File: src/gpdr_pkg.sv
// Constants and types shared by the port 2 data register block.
// Assumes a 32-bit APB host and five port 2 pins sampled on pclk.
package gpdr_pkg;

  ////////////////////////////////////////////////////////////////////////////
  // Address map
  localparam logic [31:0] GPDR_DATA_ADDR = 32'hffff0d40; // Data register byte address
  localparam logic [31:0] GPDR_RD_ZERO = 32'h0000_0000; // Answer to unmapped reads

  ////////////////////////////////////////////////////////////////////////////
  // Field positions inside the data word
  localparam int unsigned DIR_P6 = 30; // Direction, pin 2.6
  localparam int unsigned DIR_P5 = 29; // Direction, pin 2.5
  localparam int unsigned DIR_P4 = 28; // Direction, pin 2.4
  localparam int unsigned DIR_P1 = 25; // Direction, pin 2.1
  localparam int unsigned DIR_P0 = 24; // Direction, pin 2.0
  localparam int unsigned OUT_P6 = 22; // Drive value, pin 2.6
  localparam int unsigned OUT_P5 = 21; // Drive value, pin 2.5
  localparam int unsigned OUT_P1 = 17; // Drive value, pin 2.1
  localparam int unsigned OUT_P0 = 16; // Drive value, pin 2.0
  localparam int unsigned IN_P6 = 6; // Pin level, pin 2.6
  localparam int unsigned IN_P5 = 5; // Pin level, pin 2.5
  localparam int unsigned IN_P4 = 4; // Pin level, pin 2.4
  localparam int unsigned IN_P1 = 1; // Pin level, pin 2.1
  localparam int unsigned IN_P0 = 0; // Pin level, pin 2.0

  // Byte lanes holding the writable fields
  localparam int unsigned LANE_DIR = 3; // Direction bits 31..24
  localparam int unsigned LANE_OUT = 2; // Drive bits 23..16

  // Bits that carry meaning; all others read zero
  localparam logic [31:0] GPDR_LIVE_MASK = 32'h7363_0073;

  ////////////////////////////////////////////////////////////////////////////
  // Reset values
  localparam logic DIR_RST = 1'b0; // All pins inputs
  localparam logic OUT_RST = 1'b0; // Drive values low
  localparam logic IN_RST = 1'b0; // Sampled levels before first edge

  ////////////////////////////////////////////////////////////////////////////
  // One bit per port 2 pin
  typedef struct packed {
    logic p6;
    logic p5;
    logic p4;
    logic p1;
    logic p0;
  } gpdr_pins_s;

endpackage

File: src/gpdr_top.sv
// Port 2 data register: direction and input level of five pins, drive of four (pin 2.4 has none).
// Assumes an APB master on pclk and pin pads resolved outside the block.
//
// Register access over APB was decided locally.
`timescale 1ns/10ps
`default_nettype none

// Notes on behaviour
// - bit 30 sets pin 2.6 direction
// - bit 29 sets pin 2.5 direction, diagnostic write
// - bit 28 sets pin 2.4 direction, diagnostic readback
// - bits 25, 24 set pins 2.1, 2.0 direction
// - bits 22, 21 drive pins 2.6, 2.5
// - bits 17, 16 drive pins 2.1, 2.0
// - bits 6..4 read pin levels, unwritable
// - bits 1, 0 read pin levels, unwritable
// - one 32-bit register at fixed address
module gpdr_top (
  input wire logic pclk, // System clock, 200 MHz
  input wire logic presetn, // Asynchronous reset, active low
  input wire logic pce, // Clock enable, freezes all state
  input wire logic psel, // APB select
  input wire logic penable, // APB access phase
  input wire logic pwrite, // APB direction, high for write
  input wire logic [31:0] paddr, // APB byte address
  input wire logic [31:0] pwdata, // APB write data
  input wire logic [3:0] pstrb, // APB byte strobes
  output logic [31:0] prdata, // APB read data
  output logic pready, // APB ready
  output logic pslverr, // APB error, unmapped address
  input wire gpdr_pkg::gpdr_pins_s pin_in, // Pin levels
  output var gpdr_pkg::gpdr_pins_s pin_out, // Pin drive values
  output var gpdr_pkg::gpdr_pins_s pin_oe, // Pin drive enables
  output logic hv_diag_write_en, // Diagnostic write path open
  output logic hv_diag_read_en // Diagnostic readback path open
);

  ////////////////////////////////////////////////////////////////////////////
  // Declarations
  gpdr_pkg::gpdr_pins_s dir_q; // Direction bits
  gpdr_pkg::gpdr_pins_s out_q; // Drive bits, p4 held at zero
  gpdr_pkg::gpdr_pins_s samp; // Sampled pin levels
  logic [31:0] prdata_q; // Read data register
  logic pready_q; // Ready register
  logic pslverr_q; // Error register
  logic diag_wr_q; // Diagnostic write path flag
  logic diag_rd_q; // Diagnostic readback path flag
  logic addr_hit; // Address matches the register
  logic setup_ph; // Setup cycle of a transfer
  logic acc_wr; // Write taking effect this edge
  logic lane_dir; // Direction lane written
  logic lane_out; // Drive lane written
  logic [31:0] rd_word; // Assembled read value

  ////////////////////////////////////////////////////////////////////////////
  // Input sampling register
  gpdr_pin_sample u_samp (
    .pclk(pclk),
    .presetn(presetn),
    .pce(pce),
    .pin_in(pin_in),
    .samp_q(samp)
  );

  ////////////////////////////////////////////////////////////////////////////
  // Bus decode
  // Fixed register address
  // full address compare
  assign addr_hit = (paddr == gpdr_pkg::GPDR_DATA_ADDR);
  assign setup_ph = psel && !penable;
  // Write lands on the ready edge only
  assign acc_wr = pce && psel && penable && pready_q && pwrite && addr_hit;
  assign lane_dir = acc_wr && pstrb[gpdr_pkg::LANE_DIR];
  assign lane_out = acc_wr && pstrb[gpdr_pkg::LANE_OUT];

  ////////////////////////////////////////////////////////////////////////////
  // Read word assembly
  // reserved and absent bits zero
  always_comb begin
    rd_word = 32'h0000_0000;
    rd_word[gpdr_pkg::DIR_P6] = dir_q.p6;
    rd_word[gpdr_pkg::DIR_P5] = dir_q.p5;
    rd_word[gpdr_pkg::DIR_P4] = dir_q.p4;
    rd_word[gpdr_pkg::DIR_P1] = dir_q.p1;
    rd_word[gpdr_pkg::DIR_P0] = dir_q.p0;
    rd_word[gpdr_pkg::OUT_P6] = out_q.p6;
    rd_word[gpdr_pkg::OUT_P5] = out_q.p5;
    rd_word[gpdr_pkg::OUT_P1] = out_q.p1;
    rd_word[gpdr_pkg::OUT_P0] = out_q.p0;
    rd_word[gpdr_pkg::IN_P6] = samp.p6;
    rd_word[gpdr_pkg::IN_P5] = samp.p5;
    rd_word[gpdr_pkg::IN_P4] = samp.p4;
    rd_word[gpdr_pkg::IN_P1] = samp.p1;
    rd_word[gpdr_pkg::IN_P0] = samp.p0;
  end

  ////////////////////////////////////////////////////////////////////////////
  // Bus answer: ready one cycle after setup, no wait states
  always_ff @(posedge pclk or negedge presetn) begin
    if (!presetn) begin
      pready_q <= 1'b0;
      pslverr_q <= 1'b0;
      prdata_q <= gpdr_pkg::GPDR_RD_ZERO;
    end else if (pce) begin
      pready_q <= setup_ph;
      // Unmapped address answers with error
      pslverr_q <= setup_ph && !addr_hit;
      // Read data latched at the end of setup
      if (setup_ph && !pwrite && addr_hit) begin
        prdata_q <= rd_word;
      end else begin
        prdata_q <= gpdr_pkg::GPDR_RD_ZERO;
      end
    end
  end

  ////////////////////////////////////////////////////////////////////////////
  // Direction bits, top byte lane
  always_ff @(posedge pclk or negedge presetn) begin
    if (!presetn) begin
      dir_q <= '{gpdr_pkg::DIR_RST, gpdr_pkg::DIR_RST, gpdr_pkg::DIR_RST,
                 gpdr_pkg::DIR_RST, gpdr_pkg::DIR_RST};
    end else if (lane_dir) begin
      dir_q.p6 <= pwdata[gpdr_pkg::DIR_P6];
      dir_q.p5 <= pwdata[gpdr_pkg::DIR_P5];
      dir_q.p4 <= pwdata[gpdr_pkg::DIR_P4];
      dir_q.p1 <= pwdata[gpdr_pkg::DIR_P1];
      dir_q.p0 <= pwdata[gpdr_pkg::DIR_P0];
    end
  end

  ////////////////////////////////////////////////////////////////////////////
  // Drive bits, third byte lane; pin 2.4 has none and drives low
  always_ff @(posedge pclk or negedge presetn) begin
    if (!presetn) begin
      out_q <= '{gpdr_pkg::OUT_RST, gpdr_pkg::OUT_RST, gpdr_pkg::OUT_RST,
                 gpdr_pkg::OUT_RST, gpdr_pkg::OUT_RST};
    end else if (lane_out) begin
      out_q.p6 <= pwdata[gpdr_pkg::OUT_P6];
      out_q.p5 <= pwdata[gpdr_pkg::OUT_P5];
      out_q.p1 <= pwdata[gpdr_pkg::OUT_P1];
      out_q.p0 <= pwdata[gpdr_pkg::OUT_P0];
      out_q.p4 <= gpdr_pkg::OUT_RST;
    end
  end

  ////////////////////////////////////////////////////////////////////////////
  // Diagnostic write flag follows the pin 2.5 direction, readback flag the inverse of pin 2.4 direction
  always_ff @(posedge pclk or negedge presetn) begin
    if (!presetn) begin
      diag_wr_q <= gpdr_pkg::DIR_RST;
      diag_rd_q <= !gpdr_pkg::DIR_RST;
    end else if (lane_dir) begin
      diag_wr_q <= pwdata[gpdr_pkg::DIR_P5];
      diag_rd_q <= !pwdata[gpdr_pkg::DIR_P4];
    end
  end

  ////////////////////////////////////////////////////////////////////////////
  // Outputs, each straight from a flip-flop
  assign prdata = prdata_q;
  assign pready = pready_q;
  assign pslverr = pslverr_q;
  assign pin_oe = dir_q;
  assign pin_out = out_q;
  assign hv_diag_write_en = diag_wr_q;
  assign hv_diag_read_en = diag_rd_q;
endmodule

`default_nettype wire

File: src/gpdr_pin_sample.sv
// Input sampling register for the five port 2 pins.
// Assumes the pin levels are already synchronous to pclk.
`timescale 1ns/10ps
`default_nettype none

module gpdr_pin_sample (
  input wire logic pclk, // System clock
  input wire logic presetn, // Asynchronous reset, active low
  input wire logic pce, // Clock enable, freezes the sample
  input wire gpdr_pkg::gpdr_pins_s pin_in, // Pin levels
  output var gpdr_pkg::gpdr_pins_s samp_q // Registered pin levels
);

  ////////////////////////////////////////////////////////////////////////////
  // Capture every pin once per enabled edge
  always_ff @(posedge pclk or negedge presetn) begin
    if (!presetn) begin
      samp_q <= '{gpdr_pkg::IN_RST, gpdr_pkg::IN_RST, gpdr_pkg::IN_RST,
                  gpdr_pkg::IN_RST, gpdr_pkg::IN_RST};
    end else if (pce) begin
      samp_q <= pin_in;
    end
  end

endmodule

`default_nettype wire

File: config.mk
export PLATFORM = sky130hd
export DESIGN_NAME = gpdr_top
export DESIGN_NICKNAME = d
export VERILOG_FILES = /design/src/gpdr_pkg.sv /design/src/gpdr_top.sv /design/src/gpdr_pin_sample.sv
export SDC_FILE = /design/constraint.sdc
export NUM_CORES = 1
export LEC_CHECK = 0
export BUFFER_PORTS_ARGS = -buffer_cell sky130_fd_sc_hd__buf_4
export CORE_MARGIN = 3
export CORE_UTILIZATION = 33
export CTS_BUF_LIST = sky130_fd_sc_hd__clkbuf_16
export DETAILED_ROUTE_END_ITERATION = 10
export GPL_TIMING_DRIVEN = 0
export PLACE_DENSITY = 0.81
export RECOVER_POWER = 100
export SYNTH_ARGS = -nofsm -noshare
export SYNTH_HDL_FRONTEND = slang
export SYNTH_HIERARCHICAL = 1
export SYNTH_SLANG_ARGS = --single-unit
File: constraint.sdc
create_clock -name pclk -period 1.24 [get_ports pclk]
set_input_delay 0.062 -clock pclk [delete_from_list [all_inputs] [get_ports pclk]]
set_output_delay 0.062 -clock pclk [all_outputs]
set_load 0.02 [all_outputs]
==> results of run 1 <==
==> layout make-up <==
type	count	area, µm²	area share, %
Sequential cell	31	778	34.6
Clock buffer	5	125	5.56
Tap cell	50	62.6	2.78
Inverter	3	11.3	0.501
Timing Repair Buffer	84	532	23.7
Multi-Input combinational cell	69	562	25.0
Clock inverter	2	7.51	0.334
Buffer	23	170	7.57
==> worst max-delay path: cells and delay by family, from the launching register on <==
family / cells / cell delay (ps)
AND/OR/NAND/NOR: 3 / 250
buffers and inverters: 1 / 180
multiplexers: 1 / 300
flip-flops: 1 / 370
==> cell families after synthesis <==
group / Yosys count
flops: 31
buf+inv: 26
simple gates: 18
compound gates: 17
mux: 15
other cells: 1
==> timing repair <==
action                                  in CTS  in global routing
buffers inserted                             1                  1
endpoints found under the hold margin       31                  0
endpoints found under the setup margin      10                 19
pin swaps                                    3                  3
gates resized for setup                      7                  3
hold buffers                                 2                  0
==> state kept, by name (all words and copies together), names as in the netlist <==
signal / count
prdata: 14
pin_out: 4
hv_diag_read_en: 1
pslverr: 1
pready: 1
u_samp/samp_q: 5
pin_oe: 5
==> where the power goes <==
part / total, mW / leakage, nW / switching, mW / internal [mW]
clock: 1.08 / 0.0723 / 0.371 / 0.714
sequential: 1.05 / 0.415 / 0.0108 / 1.04
combinational: 0.322 / 0.697 / 0.143 / 0.179
==> metal layers <==
metal	vias to the layer above	track usage [%]	part of all wire [%]	wire length, µm
met3	2	3.09	10	355
met5	-	0	0	0
li1	574	-	-	-
met2	69	23.5	51	1770
met1	573	16.2	38	1320
met4	0	6.26	0.84	29
==> worst max path at each step <==
stage,endpoint,slack [ps],cells after the start
floorplan,pin_out[0]$_DFFE_PN0P_,3,4
global placement,pin_out[3]$_DFFE_PN0P_,-280,5
detailed placement,pin_out[4]$_DFFE_PN0P_,-330,5
CTS,pin_out[4]$_DFFE_PN0P_,-20,4
global route,pin_oe[2]$_DFFE_PN0P_,-10,5
finish,pin_out[4]$_DFFE_PN0P_,20,5
==> layout by cell type, fill, tap and decap left out, types with 2 or more instances in the layout <==
cell           instances
buf_4                 74
dfrtp_1               29
clkbuf_1              28
conb_1                19
a22o_1                14
mux2_2                13
inv_1                  5
nand4_1                5
clkbuf_16              5
nor4b_2                2
dlygate4sd3_1          2
==> per-stage QoR <==
step	worst slack, ps	total power [mW]
5_1_grt	-10.6	2.55
3_3_place_gp	-280	1.37
6_report	17.4	2.45
3_5_place_dp	-328	1.38
2_1_floorplan	2.55	1.20
4_1_cts	-17.2	2.49
==> metrics.cfg, run 1 <==
[setup_path]
cp_slowest_cell=dfrtp_2
crit_path_start_kind=flop
cp_cell_sequence=nand2_2 -> nor2_4 -> nand4_1 -> buf_4 -> mux2_4
timing.rr.start=pready$_DFFE_PN0P_
crit_required_ps=1380
worst-endpoint-arrival_ps=1370
crit_start=pready$_DFFE_PN0P_
slowest_delay_ps=370
r2r_end=pin_out[4]$_DFFE_PN0P_
criticalPathCategory=reg2reg
path_max_fanout=4
reg2reg_depth=5
endpoint_kind=flop
rrSetupSlack_ps=20

[finish]
post-route-util_pct=55.4
insertedDiodeCount=0
stdcell_count=267
fin_area_um2=2250
drive_gt1_share_pct=49.3
nets=296
fill_cells=391
area_growth_pct=59.2

[logic_synthesis]
ys_seq_elements=31
post-synth-top-count-cell=dfrtp_1
yosysTopAreaCell=dfrtp_1
synth_edf_count=0
postSynthAreaPerCell_um2=13.1
syn_inst=108
synthFlopType=dfrtp_1
yosys_warnings=6
synthSimpleGateAreaFrac_pct=10.1
synthXorXnorAreaFrac_pct=0
synth_adder_area_share_pct=0
synth-async-reset-ratio_pct=100
yosysTopAreaCellShare_pct=53.1
syn_area_um2=1410
synth_top_family_by_area=buffers and inverters
ys_seq_area_share_pct=55.0
synth_top_cells_by_area=dfrtp_1, mux2_2, buf_4
synth_common_cells=dfrtp_1, buf_4, a22o_1, mux2_2, nand4_1
synth_cell_type_count=26
synth_mux_area_share_pct=11.9
synth-compound-area-share_pct=9.92

[cts]
worstSkewPairLatency_ps=260
h-tree-depth=2
cts_tree=yes
root_buffer=clkbuf_16
clk_pin_slew_ps=50
numCtsBuffers=5
cts_num_sinks=31
clockBufferDepth=2

[routing]
ant_nets=0
drc=0
num_vias=1218
drt-total-wl_um=3470
drt_iter0_drc=28
first_pass_iters=4
vias_per_cell=4.56
avgRoutedWirePerCell_um=13.0

[timing]
fin_crit_sh_pct=98.6
finClkSkew_ps=3.14
fin_tns_setup_ps=0
period_needed_ps=1220
rsz0062_at_grt=true
slew_violations=0
max_freq_mhz=818
relSlewSlack_pct=48.5
setup_viol_count_final=0
holdWs_ps=23.1
tightest_slew_ps=773
finalHoldViolCount=0

[hold_path]
hold_end=u_samp/samp_q[1]$_DFFE_PN0P_
min-delay-start=pin_in[1]
hold_depth=2
hold_path.class=in2reg

[die]
io_pins=125
die_height_um=71.4
coreArea_um2=4060
die-area_um2=5100
start_util_pct=34.8
die_w_um=71.4
rows=23

[placement]
hpwlAfterDp_um=2710
place.gp.congestion=0.704
numPortBuffers=80
dpl-instance-area_um2=2140
dpl.cell_count=256

[grt]
antenna_found_initial=0
grt-ovfl-total=0
grt_start_max_net_pins=32
gr-usage-all-layers_pct=13.7
grt_pass1_vias=1187
grt_pass1_wl_um=5510

[pwr]
ir_drop_mv=0.544
power-per-cell-area_nw_per_um2=1090
p_leak_nw=1.18

[run]
cap_violations=0

[outcome]
status=complete, no violations

Power figures use the tool's default switching activity.
==> run 2, diff against run 1 <==
- clock period: 1.24 -> 1.3 ns (I/O delays scaled with it)
==> run 2 against run 1 <==
Against the previous run: flip-flop and latch count is the same; via count shrank 1.5%; worst hold slack got worse by 2.9 ps; cell count is the same; clock power about the same; final area up 4.1%; clock-buffer cell count is the same; core utilization grew 2.3 points; largest power group unchanged; first-iteration DRC count is 39% lower.
==> metrics.cfg, run 2 (synthesis gave the netlist of run 1 again) <==
[outcome]
status=complete, no violations  ; unchanged

[finish]
area_growth_pct=65.6  ; was 59.2%
nets=295  ; was 296
fill_cells=350  ; was 391
drive_gt1_share_pct=61.8  ; was 49.3%
layout_common_cells=buf_4, dfrtp_1, conb_1  ; was buf_4, dfrtp_1, clkbuf_1
insertedDiodeCount=0  ; unchanged
mostFrequentLayoutCell=buf_4  ; unchanged
post-route-util_pct=57.7  ; was 55.4%
stdcell_count=267  ; unchanged
largest_reg_flops=14  ; unchanged

[placement]
dpl.cell_count=256  ; unchanged
numPortBuffers=80  ; unchanged
hpwlAfterDp_um=2690  ; was 2710 µm
place.gp.congestion=0.733  ; was 0.704

[die]
die-area_um2=5100  ; unchanged
die_height_um=71.4  ; unchanged
io_pins=125  ; unchanged
die_w_um=71.4  ; unchanged
start_util_pct=34.8  ; unchanged
coreArea_um2=4060  ; unchanged
rows=23  ; unchanged

[timing]
relSlewSlack_pct=48.9  ; was 48.5%
tightest_slew_ps=767  ; was 773 ps
fin_crit_sh_pct=96.5  ; was 98.6%
max_freq_mhz=797  ; was 818 MHz
finClkSkew_ps=3.49  ; was 3.14 ps
rsz0062_at_grt=true  ; unchanged
setup_viol_count_final=0  ; unchanged
period_needed_ps=1250  ; was 1220 ps
holdWs_ps=20.2  ; was 23.1 ps
slew_violations=0  ; unchanged
fin_tns_setup_ps=0  ; unchanged
finalHoldViolCount=0  ; unchanged

[pwr]
power-per-cell-area_nw_per_um2=1020  ; was 1090 nW/µm²
power_mw=2.39  ; was 2.45 mW
p_leak_nw=1.30  ; was 1.18 nW
ir_drop_mv=0.733  ; was 0.544 mV

[grt]
met1_usage_pct=16.0  ; was 16.2%
gr-usage-met2_pct=22.3  ; was 23.5%
grt-ovfl-total=0  ; unchanged
grt_pass1_vias=1210  ; was 1187
grt_use_met3_pct=5.61  ; was 3.09%
antenna_found_initial=0  ; unchanged
busiest_layer=met2  ; unchanged
grt_start_max_net_pins=32  ; unchanged
grt_pass1_wl_um=5500  ; was 5510 µm
gr-usage-all-layers_pct=14.1  ; was 13.7%

[cts]
clk_pin_slew_ps=50  ; about the same
root_buffer=clkbuf_16  ; unchanged
h-tree-depth=2  ; unchanged
clockBufferDepth=2  ; unchanged
cts_num_sinks=31  ; unchanged
worstSkewPairLatency_ps=270  ; was 260 ps
cts_tree=yes  ; unchanged
numCtsBuffers=5  ; unchanged

[setup_path]
path_max_fanout=4  ; unchanged
endpoint_kind=flop  ; unchanged
cp_slowest_cell=dfrtp_2  ; unchanged
crit_required_ps=1450  ; was 1380 ps
criticalPathCategory=reg2reg  ; unchanged
cp.buffers_inverters=0  ; was 1
cpLargestDelayFamily=simple AND/OR/NAND/NOR gates  ; was flip-flops
cp_cell_sequence=nand2_2 -> nor2_4 -> nand4_1 -> mux2_4  ; was nand2_2 -> nor2_4 -> nand4_1 -> buf_4 -> mux2_4
slowest_delay_ps=370  ; about the same
worst-endpoint-arrival_ps=1410  ; was 1370 ps
crit_path_start_kind=flop  ; unchanged

[hold_path]
hold_path.class=in2reg  ; unchanged

[routing]
drt-total-wl_um=3370  ; was 3470 µm
first_pass_iters=4  ; unchanged
num_vias=1200  ; was 1218
avgRoutedWirePerCell_um=12.6  ; was 13.0 µm
ant_nets=0  ; unchanged
vias_per_cell=4.49  ; was 4.56
drc=0  ; unchanged
drt_iter0_drc=17  ; was 28

[run]
cap_violations=0  ; unchanged

## run 2: cell types whose count changed in the layout (fill, tap and decap cells not counted)
| cell | previous run | this run |
|---|---|---|
| buf_4 | 74 | 99 |
| clkbuf_1 | 28 | 2 |
| clkinv_2 | 0 | 3 |
| inv_1 | 5 | 3 |
| nor4bb_1 | 0 | 1 |
| nor4bb_2 | 1 | 0 |
## run 2: final timing paths
kind / start / end / slack [ps] / cells after the start
max in group asynchronous: presetn / pready$_DFFE_PN0P_ / 370 / 2
setup reg to reg: pready$_DFFE_PN0P_ / pin_out[1]$_DFFE_PN0P_ / 50 / 4
min in group asynchronous: presetn / prdata[29]$_DFFE_PN0P_ / 400 / 2
hold reg to reg: pslverr$_DFFE_PN0P_ / pslverr$_DFFE_PN0P_ / 480 / 1
setup / recovery: pready$_DFFE_PN0P_ / pin_out[1]$_DFFE_PN0P_ / 50 / 4
hold / removal: pin_in[2] / u_samp/samp_q[2]$_DFFE_PN0P_ / 20 / 2
## run 2: final cells by class
class                   instances  area, µm²  share of cell area, %
flip-flops and latches         31        778                   33.3
repair buffers                 83        622                   26.6
multi-input cells              69        556                   23.7
plain buffers                  23        170                   7.27
clock buffers                   5        125                   5.35
well taps                      50       62.6                   2.67
clock inverters                 3       15.0                  0.642
inverters                       3       11.3                  0.481
## run 2: repair_timing
item	in CTS	in global routing
pin swaps	1	3
buffers inserted	0	1
endpoints found under the hold margin	31	0
endpoints found under the setup margin	9	19
gates resized for setup	1	7
hold buffers	2	0
## run 2: through the flow
stage	instance area, µm²	setup slack [ps]
after floorplan	1480	49.5
after global placement	2140	-232
after detailed placement	2140	-254
after CTS	2310	12.3
after global routing	2340	-11.7
final	2340	46.0
## run 2: where the power goes
part	internal (mW)	switching (mW)
sequential	0.988	0.0106
combinational	0.176	0.133
clock	0.696	0.390
## run 2: layer usage
metal / up-vias / routed length, µm
li1: 576 / -
met1: 547 / 1230
met2: 71 / 1680
met3: 6 / 366
met4: 0 / 94
met5: - / 0
==> run 3, diff against run 2 <==
- REMOVE_ABC_BUFFERS: unset -> 1
- clock period: 1.3 -> 1.4 ns (I/O delays scaled with it)
==> run 3 against run 2 <==
Against the previous run: register-to-register slack is essentially flat; total power shrank 10%; clock-buffer cell count is the same; non-clock buffer count shrank 24; fmax shrank 6.4%; via count shrank 3.8%; highest routed layer unchanged.
==> metrics.cfg, run 3 (synthesis gave the netlist of run 1 again) <==
[timing]
relSlewSlack_pct=48.5  ; was 48.9%
holdWs_ps=31.6  ; was 20.2 ps
slew_violations=0  ; unchanged
setup_viol_count_final=0  ; unchanged
fin_crit_sh_pct=95.7  ; was 96.5%
tightest_slew_ps=772  ; was 767 ps
rsz0062_at_grt=true  ; unchanged
period_needed_ps=1340  ; was 1250 ps
finalHoldViolCount=0  ; unchanged
finClkSkew_ps=3.21  ; was 3.49 ps
max_freq_mhz=746  ; was 797 MHz

[cts]
numCtsBuffers=5  ; unchanged
post_cts.repair.setup_buffers=0  ; unchanged
worstSkewPairLatency_ps=270  ; about the same
cts_num_sinks=31  ; unchanged
clockBufferDepth=2  ; unchanged
h-tree-depth=2  ; unchanged
cts_tree=yes  ; unchanged
clk_pin_slew_ps=50  ; about the same
root_buffer=clkbuf_16  ; unchanged

[finish]
layout_common_cells=buf_4, dfrtp_1, clkbuf_1  ; was buf_4, dfrtp_1, conb_1
area_growth_pct=44.1  ; was 65.6%
seqCellArea_um2=777  ; was 778 µm²
largest_reg_flops=14  ; unchanged
mostFrequentLayoutCell=buf_4  ; unchanged
nets=271  ; was 295
fin_area_um2=2040  ; was 2340 µm²
insertedDiodeCount=0  ; unchanged
fill_cells=374  ; was 350
drive_gt1_share_pct=40.9  ; was 61.8%
multi_input_area_um2=523  ; was 556 µm²

[setup_path]
reg2reg_depth=4  ; unchanged
r2r_end=pin_oe[1]$_DFFE_PN0P_  ; was pin_out[1]$_DFFE_PN0P_
rrSetupSlack_ps=60  ; was 50 ps
path_max_fanout=6  ; was 4
crit_path_start_kind=flop  ; unchanged
criticalPathCategory=reg2reg  ; unchanged
endpoint_kind=flop  ; unchanged
crit_required_ps=1550  ; was 1450 ps
timing.rr.start=pready$_DFFE_PN0P_  ; unchanged
worst-endpoint-arrival_ps=1490  ; was 1410 ps

[routing]
avgRoutedWirePerCell_um=14.4  ; was 12.6 µm
drt_iter0_drc=41  ; was 17
first_pass_iters=4  ; unchanged
ant_nets=0  ; unchanged
vias_per_cell=4.75  ; was 4.49
drt-total-wl_um=3500  ; was 3370 µm
drc=0  ; unchanged
num_vias=1155  ; was 1200

[grt]
grt_pass1_vias=1196  ; was 1210
grt_start_max_net_pins=32  ; unchanged
gr-usage-all-layers_pct=14.3  ; was 14.1%
antenna_found_initial=0  ; unchanged
grt-ovfl-total=0  ; unchanged
grt_pass1_wl_um=5550  ; was 5500 µm

[die]
io_pins=125  ; unchanged
die_height_um=71.4  ; unchanged
die-area_um2=5100  ; unchanged
die_w_um=71.4  ; unchanged
rows=23  ; unchanged
coreArea_um2=4060  ; unchanged
start_util_pct=34.8  ; unchanged

[outcome]
status=complete, no violations  ; unchanged

[pwr]
power-per-cell-area_nw_per_um2=1060  ; was 1020 nW/µm²
ir_drop_mv=0.596  ; was 0.733 mV
power_mw=2.15  ; was 2.39 mW
p_leak_nw=1.07  ; was 1.30 nW

[run]
cap_violations=0  ; unchanged

[placement]
place.gp.congestion=0.751  ; was 0.733
dpl-instance-area_um2=1970  ; was 2140 µm²
hpwlAfterDp_um=2710  ; was 2690 µm
numPortBuffers=80  ; unchanged

[hold_path]
hold_depth=2  ; unchanged
min-delay-start=pin_in[0]  ; was pin_in[2]
hold_path.class=in2reg  ; unchanged
hold_end=u_samp/samp_q[0]$_DFFE_PN0P_  ; was u_samp/samp_q[2]$_DFFE_PN0P_

## run 3: changes by cell type in the layout (fill, tap and decap cells not counted), sizes merged
cell and change:
clkbuf +24, buf -48, inv +2, clkinv -2
## run 3: critical path, cell delays in order, from the launching register on
cell and delay (ps):
dfrtp_1 370, nand2_1 60, nor2_1 180, nand4_2 260, mux2_2 350
## run 3: metal layers
metal | GRT usage (%) | part of all wire (%)
met5 | 0 | 0
met4 | 4.38 | 1.1
met3 | 6.45 | 12
met2 | 24.2 | 48
met1 | 16.1 | 39
## run 3: how the worst max path moves through the flow
| stage | cells after the start | end | start |
|---|---|---|---|
| floorplan | 4 | pin_oe[0]$_DFFE_PN0P_ | pready$_DFFE_PN0P_ |
| global placement | 5 | prdata[1]$_DFFE_PN0P_ | paddr[1] |
| detailed placement | 5 | prdata[30]$_DFFE_PN0P_ | pce |
| CTS | 5 | prdata[30]$_DFFE_PN0P_ | pce |
| global route | 4 | pin_oe[2]$_DFFE_PN0P_ | pready$_DFFE_PN0P_ |
| finish | 4 | pin_oe[1]$_DFFE_PN0P_ | pready$_DFFE_PN0P_ |
## run 3: final cells by class
class	instances	area share [%]
repair buffers	82	25.8
flip-flops and latches	31	38.2
well taps	50	3.07
clock buffers	5	6.15
clock inverters	3	0.615
multi-input cells	69	25.7
inverters	3	0.553
## run 3: report_power, final
group | switching (mW) | internal [mW]
clock | 0.349 | 0.640
sequential | 0.0112 | 0.917
combinational | 0.116 | 0.121
total | 0.476 | 1.68
## run 3: repair_timing
item | 4_1_cts | 5_1_grt
endpoints found under the setup margin | 0 | 19
endpoints found under the hold margin | 31 | 0
resized for setup | 0 | 1
hold buffers | 2 | 0
## run 3: through the flow
step,TNS [ps],setup slack [ps],utilization (%),instances
floorplan,0,98.2,-,103
global placement,-4490,-234,48.6,233
detailed placement,-4330,-252,48.6,233
CTS,0,5.72,52.5,243
global route,-146,-39.9,50.2,243
finish,0,59.6,50.2,243
